==> config.mk <==
export PLATFORM = sky130hd
export DESIGN_NAME = isr_status_top
export DESIGN_NICKNAME = d
export VERILOG_FILES = /design/src/verilog/isr_pkg.sv /design/src/verilog/isr_err_queue.sv /design/src/verilog/isr_status_top.sv
export VERILOG_INCLUDE_DIRS = /design/src /design/src/verilog
export SDC_FILE = /design/constraint.sdc
export NUM_CORES = 1
export LEC_CHECK = 0
export BUFFER_PORTS_ARGS = -buffer_cell sky130_fd_sc_hd__buf_2
export CAP_MARGIN = 40
export CORE_UTILIZATION = 62
export DETAILED_ROUTE_END_ITERATION = 8
export GPL_TIMING_DRIVEN = 0
export PLACE_DENSITY = 0.79
export SLEW_MARGIN = 20
export SYNTH_ARGS = -nofsm -noshare
export SYNTH_HDL_FRONTEND = slang
export SYNTH_SLANG_ARGS = --single-unit
export TNS_END_PERCENT = 100
==> constraint.sdc <==
create_clock -name CLK_I -period 4 [get_ports CLK_I]
set_clock_uncertainty 0.2 [all_clocks]
set_input_delay 1 -clock CLK_I [delete_from_list [all_inputs] [get_ports CLK_I]]
set_output_delay 1 -clock CLK_I [all_outputs]
set_load 0.02 [all_outputs]
==> src/verilog/isr_defs.svh <==
// constants for the instrument status and event reporting block
`ifndef ISR_DEFS_SVH
`define ISR_DEFS_SVH

// widths
`define ISR_MASK_W        6
`define ISR_OPERATION_SUMMARY_BIT_W        16
`define ISR_STB_W         8
`define ISR_DATA_W        16
`define ISR_ERR_DEPTH     30

// mask test event flag positions
`define ISR_MT_DONE_BIT   0
`define ISR_MT_FAIL_BIT   1
`define ISR_MT_LOW_BIT    2
`define ISR_MT_HIGH_BIT   3
`define ISR_MT_ALIGN_BIT  4
`define ISR_MT_AFAIL_BIT  5

// operation status positions
`define ISR_OP_ACQ_BIT    0
`define ISR_OP_PROC_BIT   1
`define ISR_OP_ARM_BIT    5
`define ISR_OP_MASK_BIT   9
`define ISR_OP_AUTO_BIT   11

// status byte positions
`define ISR_STB_MSG_BIT   2
`define ISR_STB_MAV_BIT   4
`define ISR_STB_RQS_BIT   6
`define ISR_STB_OPERATION_SUMMARY_BIT_BIT  7

// reset values
`define ISR_MASK_EN_RST   6'h00
`define ISR_OPERATION_SUMMARY_BIT_EN_RST   16'h0000
`define ISR_SRE_RST       8'h00

// error codes
`define ISR_ERR_NONE      16'h0000
`define ISR_ERR_OVERFLOW  16'hfea2

`endif

==> src/verilog/isr_pkg.sv <==
// types shared by the status and event reporting block
`include "isr_defs.svh"

package isr_pkg;

  // host command and query codes taken from the parser
  typedef enum logic [4:0] {
    ISR_CMD_NONE,
    ISR_CMD_MASK_EVT_RD,
    ISR_CMD_MASK_EN_WR,
    ISR_CMD_MASK_EN_RD,
    ISR_CMD_ACQ_RD,
    ISR_CMD_PROC_RD,
    ISR_CMD_ARM_RD,
    ISR_CMD_AUTO_RD,
    ISR_CMD_OPERATION_SUMMARY_BIT_RD,
    ISR_CMD_OPERATION_SUMMARY_BIT_EN_WR,
    ISR_CMD_OPERATION_SUMMARY_BIT_EN_RD,
    ISR_CMD_SRE_WR,
    ISR_CMD_SRE_RD,
    ISR_CMD_STB_RD,
    ISR_CMD_ERR_RD,
    ISR_CMD_MSG_RD,
    ISR_CMD_CLS
  } isr_cmd_e;

  // one host command
  typedef struct packed {
    logic                     valid;
    isr_cmd_e                 op;
    logic [`ISR_DATA_W-1:0]   data;
    logic                     after_term;
  } isr_cmd_s;

  // instrument event pulses
  typedef struct packed {
    logic [`ISR_MASK_W-1:0]   mask;
    logic                     acquisition_complete_flag;
    logic                     processing_complete_flag;
    logic                     armed;
    logic                     auto_trigger_event;
  } isr_evt_s;

  // registered state of the top module, error queue aside
  typedef struct packed {
    logic [`ISR_MASK_W-1:0]   mask_evt;
    logic [`ISR_MASK_W-1:0]   mask_en;
    logic                     acq_evt;
    logic                     proc_evt;
    logic                     arm_evt;
    logic                     auto_evt;
    logic [`ISR_OPERATION_SUMMARY_BIT_W-1:0]   operation_summary_bit;
    logic [`ISR_OPERATION_SUMMARY_BIT_W-1:0]   operation_summary_bit_en;
    logic [`ISR_STB_W-1:0]    sre;
    logic                     msg_flag;
    logic [`ISR_DATA_W-1:0]   msg_text;
    logic                     req_prev;
    logic                     rqs;
    logic [`ISR_STB_W-1:0]    stb;
    logic                     rsp_valid;
    logic [`ISR_DATA_W-1:0]   rsp_data;
    logic                     outq_clr;
  } isr_state_s;

endpackage

==> src/verilog/isr_err_queue.sv <==
// bounded error queue with overflow marker in its last slot
`timescale 1ns/1ps
`default_nettype none
`include "isr_defs.svh"

module isr_err_queue #(
  parameter int DEPTH = `ISR_ERR_DEPTH,
  parameter int W     = `ISR_DATA_W
) (
  // clock and reset
  input  wire logic         clk_i,
  input  wire logic         rst_i,
  // control
  input  wire logic         push_i,
  input  wire logic [W-1:0] code_i,
  input  wire logic         pop_i,
  input  wire logic         clear_i,
  // oldest entry, none-code when empty
  output logic      [W-1:0] head_o,
  output logic              empty_o
);

  localparam int CW = $clog2(DEPTH + 1);

  // whole queue state
  typedef struct packed {
    logic [DEPTH-1:0][W-1:0] slot;   // slot 0 is the oldest
    logic [CW-1:0]           count;  // filled slots
  } isr_q_s;

  isr_q_s q_reg;
  isr_q_s q_next;
  logic [CW-1:0] cnt_pop;            // count after any pop

  // pop shifts toward the head, then a push lands at the tail
  always_comb begin
    q_next  = q_reg;
    cnt_pop = q_reg.count;
    if (pop_i && q_reg.count != '0) begin
      for (int i = 0; i < DEPTH - 1; i++) begin
        q_next.slot[i] = q_reg.slot[i+1];
      end
      cnt_pop = q_reg.count - CW'(1);
    end
    q_next.count = cnt_pop;
    if (push_i) begin
      if (cnt_pop < CW'(DEPTH - 1)) begin
        q_next.slot[cnt_pop] = code_i;
        q_next.count         = cnt_pop + CW'(1);
      end else if (cnt_pop == CW'(DEPTH - 1)) begin
        // newest error dropped, marker takes the last slot
        q_next.slot[cnt_pop] = `ISR_ERR_OVERFLOW;
        q_next.count         = cnt_pop + CW'(1);
      end
    end
    if (clear_i) begin
      q_next.count = '0;
    end
  end

  // state register
  always_ff @(posedge clk_i) begin
    if (rst_i) begin
      q_reg <= '0;
    end else begin
      q_reg <= q_next;
    end
  end

  // empty queue answers no-error
  assign empty_o = (q_reg.count == '0);
  assign head_o  = empty_o ? `ISR_ERR_NONE : q_reg.slot[0];

endmodule

`default_nettype wire

==> src/verilog/isr_status_top.sv <==
// status byte, operation and mask event registers, queues and service request
`timescale 1ns/1ps
`default_nettype none
`include "isr_defs.svh"

module isr_status_top
  import isr_pkg::*;
#(
  parameter int ERR_DEPTH = `ISR_ERR_DEPTH
) (
  // clock and reset
  input  wire logic                   CLK_I,
  input  wire logic                   RST_I,
  // parsed host commands
  input  wire isr_pkg::isr_cmd_s      CMD_I,
  // status byte read by serial poll
  input  wire logic                   SERIAL_POLL_I,
  // instrument events
  input  wire isr_pkg::isr_evt_s      EVT_I,
  // error reports
  input  wire logic                   ERR_VALID_I,
  input  wire logic [`ISR_DATA_W-1:0] ERR_CODE_I,
  // output queue level
  input  wire logic                   OUTQ_NOT_EMPTY_I,
  // advisory line writes
  input  wire logic                   ADV_WR_I,
  input  wire logic                   ADV_BY_HOST_I,
  input  wire logic [`ISR_DATA_W-1:0] ADV_TEXT_I,
  // answers toward the host
  output logic                        RSP_VALID_O,
  output logic [`ISR_DATA_W-1:0]      RSP_DATA_O,
  // status toward the host
  output logic [`ISR_STB_W-1:0]       STB_O,
  output logic                        SRQ_O,
  output logic                        OUTQ_CLEAR_O
);

  import isr_pkg::*;

  isr_state_s s_reg;                          // registered state
  isr_state_s s_next;                         // next state

  logic                   cmd_go;             // command taken this cycle
  logic                   cls;                // clear status this cycle
  logic                   err_pop;            // error read pops queue
  logic [`ISR_DATA_W-1:0] err_head;           // oldest error code
  logic                   err_empty;          // error queue empty
  logic                   mask_sum;           // enabled mask flag seen
  logic [`ISR_OPERATION_SUMMARY_BIT_W-1:0] operation_summary_bit_src;           // operation bit sources
  logic                   operation_summary_bit_sum;           // enabled operation bit seen
  logic [`ISR_STB_W-1:0]  stb_sum;            // status byte without bit 6
  logic                   req_now;            // enabled status summary

  // true when the command is valid and carries the given code (clearing reads, error read, clear status)
  function automatic logic clr_rd(input isr_cmd_s c, input isr_cmd_e op);
    clr_rd = c.valid && (c.op == op);
  endfunction

  // zero-extend a narrow field into an answer word
  function automatic logic [`ISR_DATA_W-1:0] ext(input logic [`ISR_OPERATION_SUMMARY_BIT_W-1:0] v);
    ext = v;
  endfunction

  assign cmd_go  = CMD_I.valid;
  assign cls     = clr_rd(CMD_I, ISR_CMD_CLS);
  assign err_pop = clr_rd(CMD_I, ISR_CMD_ERR_RD);

  // error queue; it also empties on clear status
  isr_err_queue #(
    .DEPTH   (ERR_DEPTH),
    .W       (`ISR_DATA_W)
  ) u_err (
    .clk_i   (CLK_I),
    .rst_i   (RST_I),
    .push_i  (ERR_VALID_I),
    .code_i  (ERR_CODE_I),
    .pop_i   (err_pop),
    .clear_i (cls),
    .head_o  (err_head),
    .empty_o (err_empty)
  );

  // gated summaries, formed from current flags every clock
  always_comb begin
    // mask summary only from enabled flags
    mask_sum = |(s_reg.mask_evt & s_reg.mask_en);
    // sticky event registers feed their operation bits
    operation_summary_bit_src                    = '0;
    operation_summary_bit_src[`ISR_OP_ACQ_BIT]   = s_reg.acq_evt;
    operation_summary_bit_src[`ISR_OP_PROC_BIT]  = s_reg.proc_evt;
    operation_summary_bit_src[`ISR_OP_ARM_BIT]   = s_reg.arm_evt;
    operation_summary_bit_src[`ISR_OP_AUTO_BIT]  = s_reg.auto_evt;
    operation_summary_bit_src[`ISR_OP_MASK_BIT]  = mask_sum;
    // operation summary only from enabled bits
    operation_summary_bit_sum = |(s_reg.operation_summary_bit & s_reg.operation_summary_bit_en);
    // status byte summaries
    stb_sum                     = '0;
    stb_sum[`ISR_STB_OPERATION_SUMMARY_BIT_BIT]  = operation_summary_bit_sum;
    stb_sum[`ISR_STB_MAV_BIT]   = OUTQ_NOT_EMPTY_I;
    stb_sum[`ISR_STB_MSG_BIT]   = s_reg.msg_flag;
    // service request wanted by any enabled summary
    req_now = |(stb_sum & s_reg.sre);
  end

  // next state
  always_comb begin
    s_next           = s_reg;
    s_next.rsp_valid = 1'b0;
    s_next.rsp_data  = '0;
    s_next.outq_clr  = 1'b0;

    // clearing reads first; new events below win over them
    if (clr_rd(CMD_I, ISR_CMD_MASK_EVT_RD)) begin
      s_next.mask_evt = '0;
    end
    if (clr_rd(CMD_I, ISR_CMD_ACQ_RD)) begin
      s_next.acq_evt = 1'b0;
    end
    if (clr_rd(CMD_I, ISR_CMD_PROC_RD)) begin
      s_next.proc_evt = 1'b0;
    end
    if (clr_rd(CMD_I, ISR_CMD_ARM_RD)) begin
      s_next.arm_evt = 1'b0;
    end
    if (clr_rd(CMD_I, ISR_CMD_AUTO_RD)) begin
      s_next.auto_evt = 1'b0;
    end
    if (clr_rd(CMD_I, ISR_CMD_OPERATION_SUMMARY_BIT_RD)) begin
      s_next.operation_summary_bit = '0;
    end

    // clear status wipes every event register
    if (cls) begin
      s_next.mask_evt = '0;
      s_next.acq_evt  = 1'b0;
      s_next.proc_evt = 1'b0;
      s_next.arm_evt  = 1'b0;
      s_next.auto_evt = 1'b0;
      s_next.operation_summary_bit     = '0;
      s_next.msg_flag = 1'b0;
      // output queue too, only right after a terminator
      s_next.outq_clr = CMD_I.after_term;
    end

    // mask test flags latch whatever their enable
    s_next.mask_evt = s_next.mask_evt | EVT_I.mask;
    // sticky single-bit events
    if (EVT_I.acquisition_complete_flag) begin
      s_next.acq_evt = 1'b1;
    end
    if (EVT_I.processing_complete_flag) begin
      s_next.proc_evt = 1'b1;
    end
    if (EVT_I.armed) begin
      s_next.arm_evt = 1'b1;
    end
    if (EVT_I.auto_trigger_event) begin
      s_next.auto_evt = 1'b1;
    end
    // operation bits latch their sources whatever the enable
    s_next.operation_summary_bit = s_next.operation_summary_bit | operation_summary_bit_src;

    // advisory line: text always kept, flag only for internal messages
    if (ADV_WR_I) begin
      s_next.msg_text = ADV_TEXT_I;
      if (!ADV_BY_HOST_I) begin
        s_next.msg_flag = 1'b1;
      end
    end

    // host commands: writes update masks, reads answer next cycle
    if (cmd_go) begin
      case (CMD_I.op)
        ISR_CMD_MASK_EVT_RD: begin
          s_next.rsp_valid = 1'b1;
          s_next.rsp_data  = ext(16'(s_reg.mask_evt));
        end
        ISR_CMD_MASK_EN_WR: begin
          s_next.mask_en = CMD_I.data[`ISR_MASK_W-1:0];
        end
        ISR_CMD_MASK_EN_RD: begin
          s_next.rsp_valid = 1'b1;
          s_next.rsp_data  = ext(16'(s_reg.mask_en));
        end
        ISR_CMD_ACQ_RD: begin
          s_next.rsp_valid = 1'b1;
          s_next.rsp_data  = ext(16'(s_reg.acq_evt));
        end
        ISR_CMD_PROC_RD: begin
          s_next.rsp_valid = 1'b1;
          s_next.rsp_data  = ext(16'(s_reg.proc_evt));
        end
        ISR_CMD_ARM_RD: begin
          s_next.rsp_valid = 1'b1;
          s_next.rsp_data  = ext(16'(s_reg.arm_evt));
        end
        ISR_CMD_AUTO_RD: begin
          s_next.rsp_valid = 1'b1;
          s_next.rsp_data  = ext(16'(s_reg.auto_evt));
        end
        ISR_CMD_OPERATION_SUMMARY_BIT_RD: begin
          s_next.rsp_valid = 1'b1;
          s_next.rsp_data  = ext(s_reg.operation_summary_bit);
        end
        ISR_CMD_OPERATION_SUMMARY_BIT_EN_WR: begin
          s_next.operation_summary_bit_en = CMD_I.data;
        end
        ISR_CMD_OPERATION_SUMMARY_BIT_EN_RD: begin
          s_next.rsp_valid = 1'b1;
          s_next.rsp_data  = ext(s_reg.operation_summary_bit_en);
        end
        ISR_CMD_SRE_WR: begin
          // bit 6 of the request enable is not storable
          s_next.sre = CMD_I.data[`ISR_STB_W-1:0];
          s_next.sre[`ISR_STB_RQS_BIT] = 1'b0;
        end
        ISR_CMD_SRE_RD: begin
          s_next.rsp_valid = 1'b1;
          s_next.rsp_data  = ext(16'(s_reg.sre));
        end
        ISR_CMD_STB_RD: begin
          // plain status byte query leaves the request bit alone
          s_next.rsp_valid = 1'b1;
          s_next.rsp_data  = ext(16'(s_reg.stb));
        end
        ISR_CMD_ERR_RD: begin
          s_next.rsp_valid = 1'b1;
          s_next.rsp_data  = err_head;
        end
        ISR_CMD_MSG_RD: begin
          s_next.rsp_valid = 1'b1;
          s_next.rsp_data  = s_reg.msg_text;
        end
        ISR_CMD_CLS: begin
          // handled above
          s_next.rsp_valid = 1'b0;
        end
        default: begin
          // unknown codes are ignored
          s_next.rsp_valid = 1'b0;
        end
      endcase
    end

    // serial poll answers the status byte and drops the request bit
    if (SERIAL_POLL_I) begin
      s_next.rsp_valid = 1'b1;
      s_next.rsp_data  = ext(16'(s_reg.stb));
      s_next.rqs       = 1'b0;
    end

    // request bit rises with the first enabled summary; set beats poll
    s_next.req_prev = req_now;
    if (req_now && !s_reg.req_prev) begin
      s_next.rqs = 1'b1;
    end

    // registered status byte view
    s_next.stb                   = stb_sum;
    s_next.stb[`ISR_STB_RQS_BIT] = s_next.rqs;
  end

  // state register; masks come up disabled
  always_ff @(posedge CLK_I) begin
    if (RST_I) begin
      s_reg         <= '0;
      s_reg.mask_en <= `ISR_MASK_EN_RST;
      s_reg.operation_summary_bit_en <= `ISR_OPERATION_SUMMARY_BIT_EN_RST;
      s_reg.sre     <= `ISR_SRE_RST;
    end else begin
      s_reg <= s_next;
    end
  end

  // outputs straight from flip-flops
  assign RSP_VALID_O  = s_reg.rsp_valid;
  assign RSP_DATA_O   = s_reg.rsp_data;
  assign STB_O        = s_reg.stb;
  assign SRQ_O        = s_reg.rqs;
  assign OUTQ_CLEAR_O = s_reg.outq_clr;

endmodule

`default_nettype wire

# After elaboration in Yosys (flattened, before gate mapping)

Index checks and enable logic that the tools add are counted.

Register bits after elaboration: 585
Output and inout port bits: 27

$add $sub $neg: 2
Magnitude comparators: 3
Equal/unequal tests: 17
Muxes and demuxes: 30
Bitwise logic cells: 10
Reductions and logical operators: 30

Operator list:

| cell               | count |
|---|---|
| $mux 485           | 2 |
| $bwmux 480         | 1 |
| $mux 469           | 1 |
| $mux 464           | 1 |
| $or 300x300->300   | 1 |
| $pmux 16 s12       | 1 |
| $and 180x180->180  | 1 |
| $not 180->180      | 1 |
| $demux 16 s5       | 1 |
| $mux 17            | 3 |
| $mux 16            | 3 |
| $eq 5x4->1 const B | 8 |
| $eq 5x3->1 const B | 4 |
| $mux 20            | 1 |
| $and 16x16->16     | 1 |
| $or 16x12->16      | 1 |
| $reduce_or 16->1   | 1 |
| $mux 1             | 13 |
| $mux 6             | 2 |
| $reduce_bool 3->1  | 4 |
| $reduce_or 12->1   | 1 |
| $logic_and 1x1->1  | 11 |
| $eq 5x2->1 const B | 2 |
| $eq 5x5->1 const B | 2 |
| 20 further kinds   | 25 |

# Depth between registers and ports, before layout

Gate-level depths: netlist (run 1).

Depth in word-level cells: 13
Depth in mapped cells: 12
Depth with buffers taken out: 8

# By module

From an unflattened synthesis (run 1), not the netlist that was laid out.

Cell total of the unflattened synthesis: 2,825
Area total of the unflattened synthesis: 26,223.9 µm²

By module, submodules not included:

| module         | times used | cells each | area each (µm²) |
|---|---|---|---|
| isr_err_queue  | 1          | 2,441      | 22,504.1 |
| isr_status_top | 1          | 384        | 3,719.8 |

# Worst setup path before layout (run 1)

No wires, ideal clock.

Path type: input to register
Start: input port CMD_I[18] in the netlist's numbering
End: register u_err.q_reg[374] in the netlist's numbering
Setup time: 0.130 ns
Arrival time: 2.817 ns
Required time: 3.670 ns
Path slack: 0.852 ns
Stages: 9
Cells stage by stage: buf_4 -> nand3_2 -> nand4bb_1 -> buf_2 -> or3_1 -> buf_2 -> a211oi_2 -> buf_2 -> o31ai_1

Word-level cells in the longest chain between the ends: 12
Elaborated cells on any way between the ends: 17
Those cells by class: order compare: 3; eq/ne: 2; mux: 8; bitwise: 1; reduce/logical: 3

Ends and longest elaborated chain:

| element                                                               | line                 | RTL |
|---|---|---|
| start: declaration                                                    | isr_status_top.sv:15 | `input wire isr_pkg::isr_cmd_s CMD_I,` |
| $eq 5x4->1 *                                                          | isr_status_top.sv:56 | `clr_rd = c.valid && (c.op == op);` |
| $logic_and 1x1->1 *                                                   | isr_status_top.sv:56 |  |
| $logic_and 1x1->1 *                                                   | isr_err_queue.sv:39  | `if (pop_i && q_reg.count != '0) begin` |
| $mux 5                                                                | isr_err_queue.sv:39  |  |
| $lt 5x6->1 (implied by the code) / $ge 5x1->1 (equally long branches) | isr_err_queue.sv:48  | `q_next.slot[cnt_pop] = code_i;` |
| $logic_and 1x1->1 (implied by the code)                               | isr_err_queue.sv:48  |  |
| $mux 16 (implied by the code)                                         | isr_err_queue.sv:48  |  |
| $demux 16 s5                                                          | -                    |  |
| $or 300x300->300 (no source line)                                     | -                    |  |
| $mux 485                                                              | isr_err_queue.sv:50  | `end else if (cnt_pop == CW'(DEPTH - 1)) begin` |
| $mux 485                                                              | isr_err_queue.sv:47  | `if (cnt_pop < CW'(DEPTH - 1)) begin` |
| $mux 469 *                                                            | isr_err_queue.sv:46  | `if (push_i) begin` |
| end signal: assignment                                                | isr_err_queue.sv:66  | `q_reg <= q_next;` |
| end: declaration                                                      | isr_err_queue.sv:31  | `isr_q_s q_reg;` |

Every way passes the cells marked *; elsewhere a longest branch is shown, timed or not. The select of a mux whose other input is x is not followed.
A chain may end at the register's enable or synchronous reset.

# Final worst setup path (run 1)

Start: register u_err.q_reg[0] in the netlist's numbering
End: register u_err.q_reg[462] in the netlist's numbering

Word-level cells in the longest chain between the ends: 11
Elaborated cells on any way between the ends: 17
Those cells by class: add/sub: 1; order compare: 3; eq/ne: 1; mux: 8; bitwise: 1; reduce/logical: 3

Ends and longest elaborated chain:

| element                                             | line |
|---|---|
| branches (longest 10 deep; another with $lt 5x6->1) | - |
| $mux 469 *                                          | isr_err_queue.sv:46 |

Mark *: on every way between the ends. The select of a mux whose other input is x is not followed.

==> results.json, run 1 <==
{
  "die_x_um": 204,
  "drc": 0,
  "cts.sinks": 569,
  "synthArstFlopShare_pct": 0,
  "coreArea_um2": 39900,
  "area_growth_pct": 13.6,
  "crit_path_cell_trace": "clkbuf_1 -> inv_1 -> ha_1 -> nor4b_2 -> and4bb_1 -> buf_4 -> nand3_1 -> a211oi_4 -> clkbuf_1 -> nand2_1 -> o31ai_1",
  "fin_tns_setup_ns": 0,
  "tightest_slew_ns": 0.984,
  "dieArea_um2": 41400,
  "hold_violations": 0,
  "cp_slowest_stage_delay_ns": 0.59,
  "path_max_fanout": 10,
  "crit_type": "reg2reg",
  "slowest_stage": "a211oi_4",
  "crit_family": "buffers and inverters",
  "antenna_cells": 0,
  "leakagePower_nw": 13.4,
  "min_period_ns": 3.88,
  "hold_start": "u_err.q_reg[477]",
  "cts_made_buffers": 57,
  "postRouteAntennaNets": 0,
  "syn_area_um2": 25200,
  "instances_no_fill": 3410,
  "arrival_ns": 4.23,
  "ys_seq_elements": 569,
  "first_pass_iters": 6,
  "placed_cells": 3298,
  "grt_pass1_wl_mm": 124,
  "drt-total-wl_mm": 82.8,
  "row_count": 73,
  "fmax_mhz": 258,
  "vias_per_cell": 6.42,
  "cts-htree-levels": 2,
  "power_mw": 12.2,
  "cp_num_buf_inv": 4,
  "gp_congestion": 0.978,
  "vias": 21900,
  "ys_types": 55,
  "cts_max_path_buffers": 3,
  "grt_max_degree": 16,
  "synthCells": 2657,
  "ys_top_cells_by_area": "dfxtp_1, mux2i_1, a211oi_1",
  "drt_iter0_drc": 2432,
  "dpl.hpwl_mm": 60.5,
  "startpoint_type": "flip-flop",
  "antenna_found_initial": 0,
  "synth_edf_count": 0,
  "slew_headroom_pct": 34.4,
  "max-cap-violations": 0,
  "power.density_nw_per_um2": 426,
  "endpoint_kind": "flip-flop",
  "grt_use_met3_pct": 7.96,
  "clock_latency_ns": 0.64,
  "synth_top_area_share_pct": 45.2,
  "ys.warnings.count": 0,
  "hp-class": "reg2reg",
  "critPathRequiredTime_ns": 4.35,
  "routedWlPerCell_um": 24.3,
  "io_buffers": 89,
  "setup_viol": 0,
  "cts_tree": "built",
  "nets": 2916,
  "grt-busiest-layer": "met2",
  "yosysSeqAreaShare_pct": 45.2,
  "path_common_cell": "clkbuf_1",
  "yosysTopAreaCell": "dfxtp_1",
  "cts_hold_buf": 0,
  "synth_ff_type": "dfxtp_1",
  "clk_pin_slew_worst_paths_ns": 0.07,
  "largest_reg_flops": 485,
  "grtUsageTotal_pct": 39.3,
  "drive_above_1_share_pct": 13.7,
  "grtUsageMet2_pct": 60.5,
  "ioPinCount": 99,
  "syn_area_per_cell_um2": 9.48,
  "grt_setup_unrepaired": "false",
  "clock_tree.root_cell": "clkbuf_16",
  "start_util_pct": 63.1,
  "first_global_vias": 20900,
  "slew_viol_final": 0,
  "r2r_start": "u_err.q_reg[0]",
  "period_share_pct": 96.9,
  "grt_use_met1_pct": 51.2,
  "die_y_um": 204,
  "startpoint": "u_err.q_reg[0]",
  "synth_common_cells": "dfxtp_1, mux2i_1, nor2_1",
  "yosysMostFrequentCell": "dfxtp_1",
  "outcome": "complete, no violations",
  "gr-total-overflow": 0,
  "vdd_drop_max_uv": 378
}
-- metrics by stage --
step	hold WS [ns]	cell area, µm²	setup slack, ns	utilization, %
floorplan	0.227	25200	0.852	-
global placement	0.243	26300	-0.0869	65.9
detailed placement	0.249	26600	-0.171	66.6
CTS	0.263	28500	0.0999	71.4
global route	0.275	28600	0.0111	71.7
finish	0.263	28600	0.124	71.7
-- per-layer routing --
| layer | part of all wire, % | wire, µm | vias up |
|---|---|---|---|
| met5 | 0 | 0 | - |
| met4 | 5.4 | 4510 | 0 |
| met3 | 9.7 | 8070 | 262 |
| met2 | 45 | 37000 | 1164 |
| met1 | 40 | 33300 | 10500 |
| li1 | - | - | 9960 |
-- final timing paths --
check                      to  slack [ns]  cells past startpoint
max          u_err.q_reg[462]        0.12                     11
min          u_err.q_reg[477]        0.26                      1
max reg2reg  u_err.q_reg[462]        0.12                     11
min reg2reg  u_err.q_reg[477]        0.26                      1
-- cells by family (layout without fill, tap and decap cells) --
kind of cell               count (synthesis)  after routing  synth area share (%)
DFF                                      569            569                  45.2
buffers and inverters                    305            530                  5.55
xor gates and xnor gates                   3              3                 0.104
adders and majority gates                  1              1                0.0497
other                                      1              4                0.0149
muxes                                    502            502                  20.0
AOI/OAI and AO/OA                        597            597                  18.0
and+or+nand+nor                          679            679                  11.1
-- cell type report --
cell class / count / area, µm²
multi-input combinational: 1786 / 12500
sequential: 569 / 11400
fill: 2973 / 11300
clock buffer: 74 / 1590
buffer: 299 / 1380
timing repair buffer: 124 / 815
tap: 525 / 657
clock inverter: 27 / 328
inverter: 6 / 22.5
-- cells in the final DEF, fill, tap and decap left out, types with 13 or more instances in the layout --
cell type	n
buf_4	31
nor2_1	395
a211oi_1	306
clkbuf_1	161
buf_6	29
o31ai_1	144
buf_2	205
a21oi_1	31
clkinv_2	13
dfxtp_1	569
a221oi_1	18
mux2i_1	493
nand2_1	202
a22oi_1	13
nor2b_1	26
a222oi_1	17
o211ai_1	16
clkbuf_16	58
-- power by group --
group | internal (mW) | switching (mW)
Sequential | 5.76 | 0.0851
Combinational | 0.246 | 0.569
Clock | 3.19 | 2.33
Total | 9.20 | 2.99
-- timing repair --
item | in CTS | in global routing
setup buffers | 0 | 0
endpoints found under the setup margin | 0 | 37
resized for setup | 0 | 4
Note: power is estimated with default switching activity, not from simulation.
==> run 2: changes to the inputs <==
- CORE_UTILIZATION: 62 -> 64
- CTS_BUF_LIST: not set -> sky130_fd_sc_hd__clkbuf_4
- PLACE_DENSITY: 0.79 -> 0.81
==> run 2 against run 1 <==
Compared with the run above: largest cell class unchanged; highest routed layer is now met5; first-iteration DRC count shrank 8.8%; largest power group unchanged; wire length fell by 0.37%; sequential power about the same; combinational power is essentially flat; setup slack gained 0.027 ns; critical path type unchanged; sequential cell count unchanged; core utilization up 1.6 points; via count rose by 3.1%; clock-buffer cell count grew 129.
==> results.json, run 2 (synthesis gave the netlist of run 1 again) <==
{
  "clock_latency_ns": 0.91,
  "row_count": 72,
  "fin_util_pct": 73.3,
  "pre_cts_ws_ns": -0.221,
  "dpl.hpwl_mm": 60.0,
  "area_growth_pct": 12.7,
  "path_max_fanout": 10,
  "swShare_pct": 26.5,
  "power.density_nw_per_um2": 402,
  "dieArea_um2": 40200,
  "postRouteAntennaNets": 0,
  "first_global_vias": 22000,
  "critPathRequiredTime_ns": 4.58,
  "seq_power_share_pct": 51.1,
  "hold_slack_ns": 0.143,
  "cts_hold_buf": 0,
  "clk_pin_slew_worst_paths_ns": 0.07,
  "layout_commonest_cell": "dfxtp_1",
  "outcome": "complete, no violations",
  "start_util_pct": 65.0,
  "clock_tree.root_cell": "clkbuf_4",
  "intPower_mw": 8.40,
  "crit_type": "reg2reg",
  "period_share_pct": 96.2,
  "gr-total-overflow": 0,
  "min_period_ns": 3.85,
  "power_mw": 11.4,
  "post_cts_buffers": 0,
  "cts_resized": 0,
  "max-cap-violations": 0,
  "vdd_drop_max_uv": 381,
  "grtUsageTotal_pct": 40.2,
  "fmax_mhz": 260,
  "first_pass_iters": 8,
  "cts.sinks": 569,
  "grt_pass1_wl_mm": 125,
  "drive_above_1_share_pct": 17.2,
  "nets": 3005,
  "final_area_um2": 28400,
  "vias_per_cell": 6.36,
  "coreArea_um2": 38700,
  "fillers": 2937,
  "cts_tree": "built",
  "startpoint_type": "flip-flop",
  "drt_iter0_drc": 2219,
  "antenna_found_initial": 3,
  "cts_max_path_buffers": 3,
  "grt_setup_unrepaired": "false",
  "cts_made_buffers": 146,
  "routedWlPerCell_um": 23.3,
  "power_frac_comb_pct": 7.1,
  "slew_headroom_pct": 34.3,
  "setup_viol": 0,
  "leakagePower_nw": 13.5,
  "die_y_um": 200,
  "slew_viol_final": 0,
  "gp_congestion": 1.00,
  "drt-total-wl_mm": 82.5,
  "cts-htree-levels": 4,
  "drc": 0,
  "finalWorstSetupSlack_ns": 0.151,
  "hp-class": "in2reg",
  "postPlaceCellArea_um2": 26600,
  "p_sw_mw": 3.03,
  "grt_max_degree": 17,
  "vias": 22600,
  "tightest_slew_ns": 0.977,
  "die_x_um": 200,
  "hold_violations": 0,
  "ioPinCount": 99,
  "io_buffers": 89,
  "arrival_ns": 4.43,
  "pwr-share-clk_pct": 41.7,
  "largest_reg_flops": 485,
  "endpoint_kind": "flip-flop",
  "layout_common_cells": "dfxtp_1, mux2i_1, nor2_1"
}
## run 2: layout make-up
type	instances	area, µm²	area share [%]
Antenna cell	4	10.0	0.0352
Buffer	299	1380	4.84
Clock buffer	203	1520	5.37
Clock inverter	37	178	0.626
Inverter	6	22.5	0.0793
Multi-Input combinational cell	1786	12400	43.8
Sequential cell	569	11400	40.1
Tap cell	518	648	2.28
Timing Repair Buffer	124	813	2.86
## run 2: worst paths after layout
path	startpoint	end	slack, ns	depth (start not counted)
worst min-delay path	EVT_I[4]	s_reg[95]	0.14	2
worst max register to register	u_err.q_reg[0]	u_err.q_reg[445]	0.15	10
worst min register to register	STB_O[7]	RSP_DATA_O[7]	0.26	1
worst max-delay path	u_err.q_reg[0]	u_err.q_reg[445]	0.15	10
## run 2: worst max-delay path, cell delays in order, from the launching register on
cell and delay, ns:
dfxtp_1 0.30, clkbuf_1 0.20, inv_1 0.15, ha_1 0.25, nor4b_2 0.35, nand4bb_1 0.20, buf_2 0.24, mux2i_2 0.67
o211ai_1 0.52, clkbuf_1 0.38, a211oi_1 0.30
## run 2: power by group through the flow
| stage | sequential (mW) | clock (mW) | combinational [mW] |
|---|---|---|---|
| 2_1_floorplan | 5.93 | 0 | 0.454 |
| 3_3_place_gp | 5.96 | 0 | 0.720 |
| 3_5_place_dp | 5.96 | 0 | 0.765 |
| 4_1_cts | 5.84 | 4.77 | 0.769 |
| 5_1_grt | 5.84 | 5.09 | 0.847 |
| 6_report | 5.84 | 4.76 | 0.816 |
## run 2: per-layer routing
metal / routed length (µm) / track usage [%]
met4: 4860 / 24.2
met2: 36600 / 62.1
met3: 8840 / 9.94
met5: 14 / 0
met1: 32300 / 50.9
## run 2: per-stage QoR
stage / setup TNS (ns) / cells
3_3_place_gp: -4.51 / 3267
6_report: 0 / 3546
5_1_grt: 0 / 3546
2_1_floorplan: 0 / 2660
3_5_place_dp: -11.55 / 3292
4_1_cts: 0 / 3532
